$ cat src/scd_pkg.sv
// shared constants for the system control coprocessor decode block
package scd_pkg;
   localparam int unsigned DATA_W = 32;
   localparam int unsigned PID_W = 7;
   localparam int unsigned PID_LSB = 25;
   // instruction field positions
   localparam int unsigned COND_MSB = 31;
   localparam int unsigned COND_LSB = 28;
   localparam int unsigned CLASS_MSB = 27;
   localparam int unsigned CLASS_LSB = 24;
   localparam int unsigned OPC1_MSB = 23;
   localparam int unsigned OPC1_LSB = 21;
   localparam int unsigned DIR_BIT = 20;
   localparam int unsigned PRI_MSB = 19;
   localparam int unsigned PRI_LSB = 16;
   localparam int unsigned CORE_MSB = 15;
   localparam int unsigned CORE_LSB = 12;
   localparam int unsigned CPNUM_MSB = 11;
   localparam int unsigned CPNUM_LSB = 8;
   localparam int unsigned OPC2_MSB = 7;
   localparam int unsigned OPC2_LSB = 5;
   localparam int unsigned XFER_BIT = 4;
   localparam int unsigned SEC_MSB = 3;
   localparam int unsigned SEC_LSB = 0;
   // encoding values
   localparam logic [3:0] CLASS_XFER = 4'he;
   localparam logic [3:0] CPNUM_SYSCTRL = 4'hf;
   localparam logic [2:0] OPC2_CACHE_TYPE = 3'h1;
   localparam logic [2:0] OPC2_PID = 3'h0;
   localparam logic [2:0] OPC2_CONTEXT = 3'h1;
   // primary register numbers
   localparam logic [3:0] REG_ID = 4'h0;
   localparam logic [3:0] REG_CTRL = 4'h1;
   localparam logic [3:0] REG_TTB = 4'h2;
   localparam logic [3:0] REG_DOMAIN = 4'h3;
   localparam logic [3:0] REG_RELOC = 4'hd;
   // control register strap-loaded bit positions
   localparam int unsigned CTRL_BIG_ENDIAN_BIT = 7;
   localparam int unsigned CTRL_HIGH_VECTOR_BIT = 13;
   localparam logic [31:0] RESET_WORD = 32'h0000_0000;
   localparam logic [6:0] RESET_PID = 7'h00;
   // identity values: arbitrary neutral values
   localparam logic [31:0] ID_WORD_DEFAULT = 32'h5a00_0010;
   localparam logic [31:0] CACHE_TYPE_DEFAULT = 32'h0000_0000;
endpackage

$ cat src/scd_ctx_if.sv
// relocation context passed from the register file to the fetch address path
`timescale 1ns/1ps
interface scd_ctx_if;
   logic [scd_pkg::PID_W-1:0] context_relocation_id;
   modport regs (output context_relocation_id);
   modport path (input context_relocation_id);
endinterface

$ cat src/scd_top.sv
// system control coprocessor transfer decode, trap and register file
`timescale 1ns/1ps
// Notes on behaviour
// - registers reached only by privileged transfers
// - other coprocessor-15 forms trap as undefined
// - transfer pattern: class 1110, cp 15, bit4
// - extract cond, opcodes, direction, register fields
// - wrong-direction access result is undefined
// - undefined locations harmless, any read value
// - fetch address below 32 MB relocated by process id
// - protection pass and hit return data
// - pass and miss translate, go external
// - reset clears bits, straps load two
// - register zero: id or cache type
module scd_top #(
   parameter logic [31:0] ID_WORD = scd_pkg::ID_WORD_DEFAULT,
   parameter logic [31:0] CACHE_TYPE = scd_pkg::CACHE_TYPE_DEFAULT
) (
   input wire logic MCLK,
   input wire logic RESET_N,
   input wire logic HIGH_VECTOR_STRAP,
   input wire logic ENDIAN_STRAP,
   input wire logic CP_VALID,
   input wire logic [31:0] CP_INSTR,
   input wire logic CP_COND_PASS,
   input wire logic CP_PRIVILEGED,
   input wire logic [31:0] CP_CORE_DATA,
   output logic CP_DONE,
   output logic CP_UNDEF,
   output logic CP_CORE_WE,
   output logic [3:0] CP_CORE_REG,
   output logic [31:0] CP_CORE_RDATA,
   output logic [3:0] CP_COND,
   output logic [31:0] CTRL_WORD,
   output logic [31:0] TTB_WORD,
   output logic [31:0] DOMAIN_WORD,
   input wire logic FETCH_REQ,
   input wire logic [31:0] FETCH_VA,
   output logic [31:0] FETCH_MVA,
   output logic FETCH_MVA_VALID,
   input wire logic PROT_ABORT,
   input wire logic ICACHE_HIT,
   input wire logic [31:0] ICACHE_DATA,
   input wire logic [31:0] MMU_PA,
   output logic FETCH_DATA_VALID,
   output logic [31:0] FETCH_DATA,
   output logic FETCH_ABORT,
   output logic BUS_REQ,
   output logic [31:0] BUS_ADDR
);
   logic [3:0] cond;
   logic [2:0] opc1;
   logic dir_to_core;
   logic [3:0] primary_creg_field;
   logic [3:0] core_reg;
   logic [3:0] cpnum;
   logic [2:0] opc2;
   logic [3:0] secondary_creg_field;
   logic aimed_here;
   logic is_xfer;
   logic legal;
   logic illegal;
   logic [31:0] read_val;
   logic [31:0] ctrl_r;
   logic [31:0] ttb_r;
   logic [31:0] domain_r;
   logic [6:0] pid_r;
   logic [31:0] context_r;
   logic done_r;
   logic undef_r;
   logic core_we_r;
   logic [3:0] core_reg_r;
   logic [31:0] core_rdata_r;
   logic [3:0] cond_r;

   scd_ctx_if ctx ();

   assign cond = CP_INSTR[scd_pkg::COND_MSB:scd_pkg::COND_LSB];
   assign opc1 = CP_INSTR[scd_pkg::OPC1_MSB:scd_pkg::OPC1_LSB];
   assign dir_to_core = CP_INSTR[scd_pkg::DIR_BIT];
   assign primary_creg_field = CP_INSTR[scd_pkg::PRI_MSB:scd_pkg::PRI_LSB];
   assign core_reg = CP_INSTR[scd_pkg::CORE_MSB:scd_pkg::CORE_LSB];
   assign cpnum = CP_INSTR[scd_pkg::CPNUM_MSB:scd_pkg::CPNUM_LSB];
   assign opc2 = CP_INSTR[scd_pkg::OPC2_MSB:scd_pkg::OPC2_LSB];
   assign secondary_creg_field = CP_INSTR[scd_pkg::SEC_MSB:scd_pkg::SEC_LSB];

   // every valid, condition-passed instruction naming coprocessor 15 is ours, whatever its class
   assign aimed_here = CP_VALID && CP_COND_PASS && (cpnum == scd_pkg::CPNUM_SYSCTRL);
   assign is_xfer = (CP_INSTR[scd_pkg::CLASS_MSB:scd_pkg::CLASS_LSB] == scd_pkg::CLASS_XFER)
                    && CP_INSTR[scd_pkg::XFER_BIT];
   assign legal = aimed_here && is_xfer && CP_PRIVILEGED;
   assign illegal = aimed_here && !(is_xfer && CP_PRIVILEGED);
   assign ctx.context_relocation_id = pid_r;

   // opcode_1 and crm are not decoded; nonzero values alias the zero form
   always_comb begin
      read_val = scd_pkg::RESET_WORD;
      case (primary_creg_field)
         scd_pkg::REG_ID: begin
            read_val = (opc2 == scd_pkg::OPC2_CACHE_TYPE) ? CACHE_TYPE : ID_WORD;
         end
         scd_pkg::REG_CTRL: begin
            read_val = ctrl_r;
         end
         scd_pkg::REG_TTB: begin
            read_val = ttb_r;
         end
         scd_pkg::REG_DOMAIN: begin
            read_val = domain_r;
         end
         scd_pkg::REG_RELOC: begin
            if (opc2 == scd_pkg::OPC2_CONTEXT) begin
               read_val = context_r;
            end else begin
               read_val = {pid_r, {scd_pkg::PID_LSB{1'b0}}};
            end
         end
         default: begin
            read_val = scd_pkg::RESET_WORD;
         end
      endcase
   end

   // synchronous reset, so sampling the straps inside the reset branch is safe
   always_ff @(posedge MCLK) begin
      if (!RESET_N) begin
         ctrl_r <= scd_pkg::RESET_WORD;
         ctrl_r[scd_pkg::CTRL_HIGH_VECTOR_BIT] <= HIGH_VECTOR_STRAP;
         ctrl_r[scd_pkg::CTRL_BIG_ENDIAN_BIT] <= ENDIAN_STRAP;
         ttb_r <= scd_pkg::RESET_WORD;
         domain_r <= scd_pkg::RESET_WORD;
         pid_r <= scd_pkg::RESET_PID;
         context_r <= scd_pkg::RESET_WORD;
      end else if (legal && !dir_to_core) begin
         // writes to read-only or reserved numbers are dropped
         case (primary_creg_field)
            scd_pkg::REG_CTRL: begin
               ctrl_r <= CP_CORE_DATA;
            end
            scd_pkg::REG_TTB: begin
               ttb_r <= CP_CORE_DATA;
            end
            scd_pkg::REG_DOMAIN: begin
               domain_r <= CP_CORE_DATA;
            end
            scd_pkg::REG_RELOC: begin
               if (opc2 == scd_pkg::OPC2_PID) begin
                  pid_r <= CP_CORE_DATA[scd_pkg::DATA_W-1:scd_pkg::PID_LSB];
               end else if (opc2 == scd_pkg::OPC2_CONTEXT) begin
                  context_r <= CP_CORE_DATA;
               end
            end
            default: begin
               ctrl_r <= ctrl_r;
            end
         endcase
      end
   end

   always_ff @(posedge MCLK) begin
      if (!RESET_N) begin
         done_r <= 1'b0;
         undef_r <= 1'b0;
         core_we_r <= 1'b0;
         core_reg_r <= 4'h0;
         core_rdata_r <= scd_pkg::RESET_WORD;
         cond_r <= 4'h0;
      end else begin
         done_r <= legal;
         undef_r <= illegal;
         core_we_r <= legal && dir_to_core;
         if (aimed_here) begin
            cond_r <= cond;
            core_reg_r <= core_reg;
         end
         if (legal && dir_to_core) begin
            core_rdata_r <= read_val;
         end
      end
   end

   scd_fetch_path u_fetch (
      .mclk(MCLK),
      .reset_n(RESET_N),
      .ctx(ctx.path),
      .fetch_req(FETCH_REQ),
      .fetch_va(FETCH_VA),
      .mva_r(FETCH_MVA),
      .mva_valid_r(FETCH_MVA_VALID),
      .prot_abort(PROT_ABORT),
      .icache_hit(ICACHE_HIT),
      .icache_data(ICACHE_DATA),
      .mmu_pa(MMU_PA),
      .data_valid_r(FETCH_DATA_VALID),
      .data_r(FETCH_DATA),
      .abort_r(FETCH_ABORT),
      .bus_req_r(BUS_REQ),
      .bus_addr_r(BUS_ADDR)
   );

   assign CP_DONE = done_r;
   assign CP_UNDEF = undef_r;
   assign CP_CORE_WE = core_we_r;
   assign CP_CORE_REG = core_reg_r;
   assign CP_CORE_RDATA = core_rdata_r;
   assign CP_COND = cond_r;
   assign CTRL_WORD = ctrl_r;
   assign TTB_WORD = ttb_r;
   assign DOMAIN_WORD = domain_r;
endmodule

$ cat src/scd_fetch_path.sv
// instruction fetch address path: relocation, cache hit return, miss forwarding
`timescale 1ns/1ps
module scd_fetch_path (
   input wire logic mclk,
   input wire logic reset_n,
   scd_ctx_if.path ctx,
   input wire logic fetch_req,
   input wire logic [31:0] fetch_va,
   output logic [31:0] mva_r,
   output logic mva_valid_r,
   input wire logic prot_abort,
   input wire logic icache_hit,
   input wire logic [31:0] icache_data,
   input wire logic [31:0] mmu_pa,
   output logic data_valid_r,
   output logic [31:0] data_r,
   output logic abort_r,
   output logic bus_req_r,
   output logic [31:0] bus_addr_r
);
   logic [31:0] mva_nxt;

   // only the lowest 32 MB window is relocated, so mapped kernel space is unaffected
   always_comb begin
      mva_nxt = fetch_va;
      if (fetch_va[31:scd_pkg::PID_LSB] == '0) begin
         mva_nxt = {ctx.context_relocation_id, fetch_va[scd_pkg::PID_LSB-1:0]};
      end
   end

   always_ff @(posedge mclk) begin
      if (!reset_n) begin
         mva_r <= scd_pkg::RESET_WORD;
         mva_valid_r <= 1'b0;
      end else begin
         mva_valid_r <= fetch_req;
         if (fetch_req) begin
            mva_r <= mva_nxt;
         end
      end
   end

   // cache and mmu answer in the same cycle the modified address is presented; results register one cycle later
   always_ff @(posedge mclk) begin
      if (!reset_n) begin
         data_valid_r <= 1'b0;
         data_r <= scd_pkg::RESET_WORD;
         abort_r <= 1'b0;
         bus_req_r <= 1'b0;
         bus_addr_r <= scd_pkg::RESET_WORD;
      end else begin
         data_valid_r <= mva_valid_r && !prot_abort && icache_hit;
         abort_r <= mva_valid_r && prot_abort;
         bus_req_r <= mva_valid_r && !prot_abort && !icache_hit;
         if (mva_valid_r && !prot_abort && icache_hit) begin
            data_r <= icache_data;
         end
         if (mva_valid_r && !prot_abort && !icache_hit) begin
            bus_addr_r <= mmu_pa;
         end
      end
   end
endmodule

$ cat config.mk
export PLATFORM = sky130hd
export DESIGN_NAME = scd_top
export DESIGN_NICKNAME = d
export VERILOG_FILES = /design/src/scd_pkg.sv /design/src/scd_ctx_if.sv /design/src/scd_top.sv /design/src/scd_fetch_path.sv
export SDC_FILE = /design/constraint.sdc
export NUM_CORES = 1
export LEC_CHECK = 0
export BUFFER_PORTS_ARGS = -buffer_cell sky130_fd_sc_hd__clkbuf_2
export CAP_MARGIN = 15
export CORE_AREA = 5 5 175 177
export DETAILED_ROUTE_END_ITERATION = 8
export DIE_AREA = 0 0 180 182
export PLACE_DENSITY = 0.66
export SYNTH_ARGS = -nofsm -noshare
export SYNTH_HDL_FRONTEND = slang
export SYNTH_SLANG_ARGS = --single-unit
$ cat constraint.sdc
create_clock -name MCLK -period 2 [get_ports MCLK]
set_input_delay 0.3 -clock MCLK [delete_from_list [all_inputs] [get_ports MCLK]]
set_output_delay 0.3 -clock MCLK [all_outputs]
set_load 0.1 [all_outputs]
Yosys cells after proc, flatten, opt, wreduce, memory -nomap -nowiden

Cells that the tools add are included.
W data, S select, Z words.

Bitwise operators: 1
Equality and inequality tests: 9
Multiplexer cells: 7
Reductions and logical operators: 26

Operators by type and width:

| cell                 | number |
|---|---|
| $pmux W32 S5         | 1 |
| $mux W32             | 2 |
| $mux W14             | 3 |
| $mux W31             | 1 |
| $logic_and A1 B1 Y1  | 13 |
| $eq A4 B4 Y1 const B | 3 |
| $eq A4 B2 Y1 const B | 2 |
| $reduce_and A2 Y1    | 4 |
| $logic_not A7 Y1     | 1 |
| $eq A4 B1 Y1 const B | 1 |
| $logic_not A1 Y1     | 4 |
| $logic_not A4 Y1     | 1 |
| $ne A2 B1 Y1 const B | 2 |
| $reduce_and A4 Y1    | 1 |
| $eq A3 B1 Y1 const B | 1 |
| $logic_not A3 Y1     | 1 |
| $reduce_and A3 Y1    | 1 |
| $not A1 Y1           | 1 |

Logic and storage cells: 62
Output and inout bits: 239
Input port bits: 170
Flip-flop bits (word level): 278

Depth between registers and ports, before layout

Gate-level depths: netlist of the first run.

Word-level depth: 7
Mapped depth: 6
Gate-level depth less buffers: 4

Cells and area by module

From an unflattened synthesis of the first run, not the netlist that was laid out.

Cell total of the unflattened synthesis: 1,210
Area total of the unflattened synthesis: 11,629.9 sq um

By module, submodules not included:

| module         | times used | cells an instance | area each (sq um) |
|---|---|---|---|
| scd_top        | 1          | 800               | 7,840.0 |
| scd_fetch_path | 1          | 410               | 3,789.9 |

Worst setup path after synthesis of the first run

OpenSTA, ideal clock, no wires.

Kind: flip-flop to flip-flop
From: register u_fetch.mva_valid_r
To: register u_fetch.bus_addr_r[10]
Clock period less this slack: 2.085 ns
Stages on the path, launching flop included: 6
Arrival: 1.952 ns
Setup slack: -0.085 ns
Cells stage by stage: dfxtp_1 -> or3b_2 -> clkbuf_1 -> clkbuf_1 -> nand2_1 -> a21oi_1

Cells in the longest elaborated chain, start to end: 2

RTL lines:

| what                              | line                 | text |
|---|---|---|
| from (decl)                       | scd_fetch_path.sv:10 | `output logic mva_valid_r,` |
| from (signal assigned)            | scd_fetch_path.sv:36 | `mva_valid_r <= fetch_req;` |
| $logic_and A1 B1 Y1 (2 in series) | scd_fetch_path.sv:58 | `if (mva_valid_r && !prot_abort && !icache_hit) begin` |
| to (signal assigned)              | scd_fetch_path.sv:50 | `bus_addr_r <= scd_pkg::RESET_WORD;` |
| to (signal assigned)              | scd_fetch_path.sv:59 | `bus_addr_r <= mmu_pa;` |
| to (decl)                         | scd_fetch_path.sv:19 | `output logic [31:0] bus_addr_r` |

No other way between the ends.
A chain may end at the register's enable or synchronous reset.

Final worst setup path of the first run

From: register ctrl_r[7], in the netlist CTRL_WORD[7]
To: output port CTRL_WORD[7]

RTL lines:

| what                   | line           | text |
|---|---|---|
| from (decl)            | scd_top.sv:64  | `logic [31:0] ctrl_r;` |
| from (signal assigned) | scd_top.sv:127 | `ctrl_r <= scd_pkg::RESET_WORD;` |
| from (signal assigned) | scd_top.sv:154 | `ctrl_r <= ctrl_r;` |
| to (decl)              | scd_top.sv:34  | `output logic [31:0] CTRL_WORD,` |

No word-level cell between the ends.

==> impl_metrics.ini, run 1 <==
[setup_path]
endpoint_kind = output pin
cpLargestDelayFamily = buffers and inverters
path_cells = clkbuf_2
crit_start = CTRL_WORD[7]$_DFFE_PP_
cpMaxStageDelayCell = clkbuf_2
cp_max_fo = 2
crit_arrival_ns = 1.45
cp_num_buf_inv = 1
worstReg2RegStart = u_fetch.mva_valid_r$_SDFF_PN0_
cp-start-kind = register
cp_data_required_time_ns = 1.70
critical_path.max_stage_delay_ns = 0.49
path_class = register to output pin

[yosys]
yosysWarnings = 0
synthDistinctLibCells = 52
synth_xor_area_share_pct = 0
syn_nets = 1373
yosys.area_share.adder_pct = 0
synth_top_family_by_area = multiplexers
syn_inst = 1203
synth_edf_count = 2
synth_mux_area_share_pct = 17.4
async_flop_share_pct = 0
synth-compound-area-share_pct = 12.6
synth_top_area_share_pct = 48.9
yosys.area_share.simple_pct = 16.7
synth.yosys.seq_area_share_pct = 49.4
avgSynthCellArea_um2 = 9.40
yosys.area.top_type = dfxtp_1
synth.area.top_cells = dfxtp_1 49%, mux2i_1 15%, nand2_1 10%
syn_area_mm2 = 0.0113
ys.flop_type = dfxtp_1
ys_ff_latch = 278

[clocking]
clkSlewWorstSetupHoldPaths_ns = 0.06
clock-root-buffer = clkbuf_16
cts.sinks = 278
cts_tree = built
numCtsBuffers = 30
holdBufCountCts = 95
htree_levels = 1
cts-resized-gates = 0
clk_latency_ns = 0.54
clockBufferDepth = 3
cts_setup_buffers = 0

[cells_and_area]
layout_commonest_cell = clkbuf_2
final_net_count = 1856
utilization_pct = 54.9
register_area_mm2 = 0.00559
layout.cells.non_filler = 2099
multi_input_area_mm2 = 0.00531
fin_area_mm2 = 0.0160
post_route_cells_drive_above_1_share_pct = 31.7
fill_cells = 2533
syn_to_final_growth_pct = 41.2
layout_common_cells = 400 x clkbuf_2, 302 x nand2_1, 275 x dfxtp_1

[placed_design]
place.gp.congestion = 0.869
placed_cell_area_mm2 = 0.0140
io_buffers = 401
post-place-cells = 1949
dp_hpwl_um = 28000

[sta]
hold_viol_final = 0
fin_setup_tns_ns = 0
finalCritPeriodShare_pct = 87.7
slew_headroom_pct = 49.4
finClkSkew_ns = 0.00582
tightest_slew_ns = 0.759
rsz0062_at_grt = false
drv_slew = 0
period_minus_slack_ns = 1.75
setup_viol = 0
fmax_mhz = 570

[power]
pwr_density_cell_mw_per_mm2 = 804
p_leak_nw = 6.93
ir_drop_v = 0.000617

[global_route]
grt_pass1_wl_um = 61400
overflow = 0
grt_pass1_vias = 10748
grt_usage_pct = 23.1
antenna_found_initial = 1
grt_start_max_net_pins = 78

[detailed_routing]
wl_um = 39900
vias = 10632
viasPerCell = 5.07
dr.pass1.iters = 5
drt_iter0_markers = 564
remaining_drc_errors = 0
wire_per_inst_um = 19.0
ant_nets = 0

[min_path]
hp-start = MMU_PA[19]
min_path_type = input pin to register

[run_status]
status = complete, no violations

[die]
die-area_mm2 = 0.0328
die_y_um = 182
ios = 409
start_util_pct = 38.9
die_w_um = 180
fp-row-count = 63
core-area_mm2 = 0.0291

[job]
maxCapViolCount = 0
## logic make-up after synthesis
| logic type | Yosys count |
|---|---|
| buffers and inverters | 100 |
| AND/OR/NAND/NOR | 414 |
| AO/OA/AOI/OAI | 217 |
| flip-flops | 278 |
| multiplexers | 194 |
## synthesized netlist by cell type (all sizes together) (2+ instances only)
master,count
nand2,302
dfxtp,276
mux2i,173
a21oi,80
clkbuf,66
nor2,38
buf,31
a211oi,27
a21boi,24
o21a,24
and3b,21
mux2,21
o21ai,18
a22oi,17
nand3,16
a32oi,10
a32o,6
and2,6
nor2b,5
o2bb2ai,5
nor3b,4
o221ai,4
inv,3
nor3,3
and3,2
and4,2
and4b,2
edfxtp,2
nand3b,2
nor4,2
## flip-flops by register name (all words and copies together) (netlist names), 7 cells and up
| name | cells |
|---|---|
| TTB_WORD | 32 |
| CP_CORE_RDATA | 32 |
| DOMAIN_WORD | 32 |
| u_fetch.mva_r | 32 |
| ctx.context_relocation_id | 7 |
| u_fetch.data_r | 32 |
| u_fetch.bus_addr_r | 32 |
| CTRL_WORD | 32 |
| context_r | 32 |
## layer usage
metal,up-vias,share of wire [%],track usage [%]
met5,-,0,0
met4,0,4.1,9.69
met3,103,6.2,4.03
met2,395,47,38.0
met1,5002,42,30.2
li1,5132,-,-
## worst paths after layout
check	cells after the start	end	slack (ns)
setup / recovery	1	CTRL_WORD[7]	0.25
hold reg to reg	2	u_fetch.data_r[15]$_SDFFE_PN0P_	0.45
hold / removal	3	u_fetch.bus_addr_r[19]$_SDFFE_PN0P_	0.04
setup reg to reg	3	u_fetch.bus_addr_r[7]$_SDFFE_PN0P_	0.41
## power by group
group	switching [mW]	internal [mW]	total, mW	leakage [nW]
sequential	0.0430	5.62	5.66	2.25
clock	2.24	3.48	5.72	0.511
combinational	1.02	0.438	1.45	4.16
total	3.30	9.54	12.8	6.93
## stage by stage
step	power (mW)	worst slack (ns)	hold WS, ns
floorplan	6.64	0.237	0.430
finish	12.8	0.247	0.0350
detailed placement	7.07	0.00121	0.447
CTS	12.9	0.226	0.00178
global route	13.2	0.207	0.0247
global placement	7.06	0.0543	0.439
## layout make-up
class	instances	share of cell area (%)
diodes	1	0.0157
clock buffers	46	5.90
clock inverters	8	0.619
inverters	3	0.0784
multi-input cells	825	33.3
flip-flops and latches	278	35.0
well taps	390	3.06
repair buffers	548	22.0
## worst min-delay path, cell delays in order
cell,delay [ns]
clkbuf_2,0.10
nand2_1,0.07
a21oi_1,0.06
(Power assumes the default switching activity.)
==> run 2: changes to the inputs <==
--- a/config.mk
+++ b/config.mk
@@ -10,7 +10,7 @@
 export CORE_AREA = 5 5 175 177
 export DETAILED_ROUTE_END_ITERATION = 8
 export DIE_AREA = 0 0 180 182
-export PLACE_DENSITY = 0.66
+export PLACE_DENSITY = 0.65
 export SYNTH_ARGS = -nofsm -noshare
 export SYNTH_HDL_FRONTEND = slang
 export SYNTH_SLANG_ARGS = --single-unit
==> constraint.sdc (replaced) <==
create_clock -name MCLK -period 2.1 [get_ports MCLK]
set_input_delay 0.315 -clock MCLK [delete_from_list [all_inputs] [get_ports MCLK]]
set_output_delay 0.315 -clock MCLK [all_outputs]
set_load 0.1 [all_outputs]
==> run 2 against run 1 <==
Compared with the run above:
- worst hold slack got worse by 0.012 ns
- clock power decreased by 15%
- die area unchanged
- total power decreased by 9.9%
- flip-flop and latch count unchanged
- largest power group is now sequential cells
- cell count decreased by 2.1%
==> impl_metrics.ini, run 2 (synthesis results as in run 1) <==
[run_status]
status = complete, no violations

[setup_path]
path_class = register to output pin
crit_arrival_ns = 1.48
cp-start-kind = register
cpLargestDelayFamily = buffers and inverters
path_cells = clkbuf_2
cp_data_required_time_ns = 1.78
cpMaxStageDelayCell = clkbuf_2
cp_num_buf_inv = 1
cp_max_fo = 6
endpoint_kind = output pin
critical_path.max_stage_delay_ns = 0.53

[sta]
slew_headroom_pct = 49.2
period_minus_slack_ns = 1.80
rsz0062_at_grt = false
hold_viol_final = 0
fmax_mhz = 556
fin_setup_tns_ns = 0
finClkSkew_ns = 0.00772
finalCritPeriodShare_pct = 85.6
tightest_slew_ns = 0.762
setup_viol = 0
drv_slew = 0

[die]
fp-row-count = 63
start_util_pct = 38.9
core-area_mm2 = 0.0291
ios = 409
die-area_mm2 = 0.0328
die_w_um = 180
die_y_um = 182

[cells_and_area]
final_net_count = 1817
fill_cells = 2676
layout_commonest_cell = clkbuf_2
register_area_mm2 = 0.00559
post_route_cells_drive_above_1_share_pct = 31.4
utilization_pct = 52.8
multi_input_area_mm2 = 0.00531
syn_to_final_growth_pct = 35.9
layout_common_cells = 400 x clkbuf_2, 302 x nand2_1, 276 x dfxtp_1
fin_area_mm2 = 0.0154

[min_path]
min_path_type = input pin to register

[detailed_routing]
drt_iter0_markers = 683
dr.pass1.iters = 5
viasPerCell = 5.11
wl_um = 39700
wire_per_inst_um = 19.3
ant_nets = 0
remaining_drc_errors = 0
vias = 10497

[clocking]
clock-root-buffer = clkbuf_16
cts_setup_buffers = 0
htree_levels = 1
cts_tree = built
numCtsBuffers = 29
clk_latency_ns = 0.54
cts-resized-gates = 0
clockBufferDepth = 3
clkSlewWorstSetupHoldPaths_ns = 0.06
cts.sinks = 278

[job]
maxCapViolCount = 0

[power]
ir_drop_v = 0.000658
p_leak_nw = 6.66
pwr_density_cell_mw_per_mm2 = 753

[global_route]
antenna_found_initial = 1
grt_start_max_net_pins = 86
overflow = 0
grt_pass1_wl_um = 60900
grt_pass1_vias = 10467
grt_usage_pct = 23.0

[placed_design]
placed_cell_area_mm2 = 0.0139
dp_hpwl_um = 28000
place.gp.congestion = 0.877
io_buffers = 401
## run 2: changes by cell type in the layout (fill, tap and decap cells not counted)
cell	previous run	this run
clkinv_2	4	5
bufinv_16	2	1
clkbuf_8	11	5
dlygate4sd3_1	95	63
inv_6	1	0
buf_4	39	38
clkbuf_1	4	8
clkinvlp_4	2	0
dfxtp_1	275	276
clkbuf_16	31	29
dfxtp_2	1	0
buf_12	13	8
## run 2: repair_timing
item / 4_1_cts / 5_1_grt
endpoints found under the hold margin: 63 / 0
setup endpoints to repair: 0 / 0
hold buffers: 63 / 0
## run 2: final cells by class
class	count	share of cell area, %
antenna	1	0.0163
clock buffer	42	5.37
clock inverter	5	0.326
inverter	3	0.0814
multi-input combinational	825	34.6
sequential	278	36.4
tap	390	3.18
timing repair buffer	510	20.1
## run 2: worst paths after layout
path                                                 startpoint                                  end  slack, ns  cells past startpoint
worst max register to register   u_fetch.mva_valid_r$_SDFF_PN0_  u_fetch.bus_addr_r[13]$_SDFFE_PN0P_       0.49                      3
worst max-delay path             u_fetch.mva_valid_r$_SDFF_PN0_                      FETCH_MVA_VALID       0.30                      1
worst min register to register  u_fetch.data_r[21]$_SDFFE_PN0P_      u_fetch.data_r[21]$_SDFFE_PN0P_       0.45                      2
worst min-delay path                               CP_INSTR[14]          CP_CORE_REG[2]$_SDFFE_PN0P_       0.02                      3
## run 2: per-layer routing
layer	part of all wire, %	GRT usage, %	vias to the layer above
met5	0	0	-
met4	4.0	9.27	0
met3	5.6	4.17	100
met2	47	37.6	364
met1	44	30.2	4995
li1	-	-	5038
## run 2: report_power, final
group	total [mW]	internal [mW]	switching [mW]
Combinational	1.31	0.362	0.952
Clock	4.86	2.81	2.05
Sequential	5.39	5.35	0.0376
Total	11.6	8.52	3.04
## run 2: stage by stage
| stage | hold WS [ns] | instances | power [mW] | setup WS, ns |
|---|---|---|---|---|
| 2_1_floorplan | 0.430 | 1203 | 6.32 | 0.0153 |
| 3_3_place_gp | 0.439 | 1943 | 6.70 | 0.173 |
| 3_5_place_dp | 0.446 | 1943 | 6.71 | 0.119 |
| 4_1_cts | 0.000962 | 2053 | 11.7 | 0.285 |
| 5_1_grt | 0.0103 | 2054 | 12.0 | 0.268 |
| 6_report | 0.0228 | 2054 | 11.6 | 0.302 |
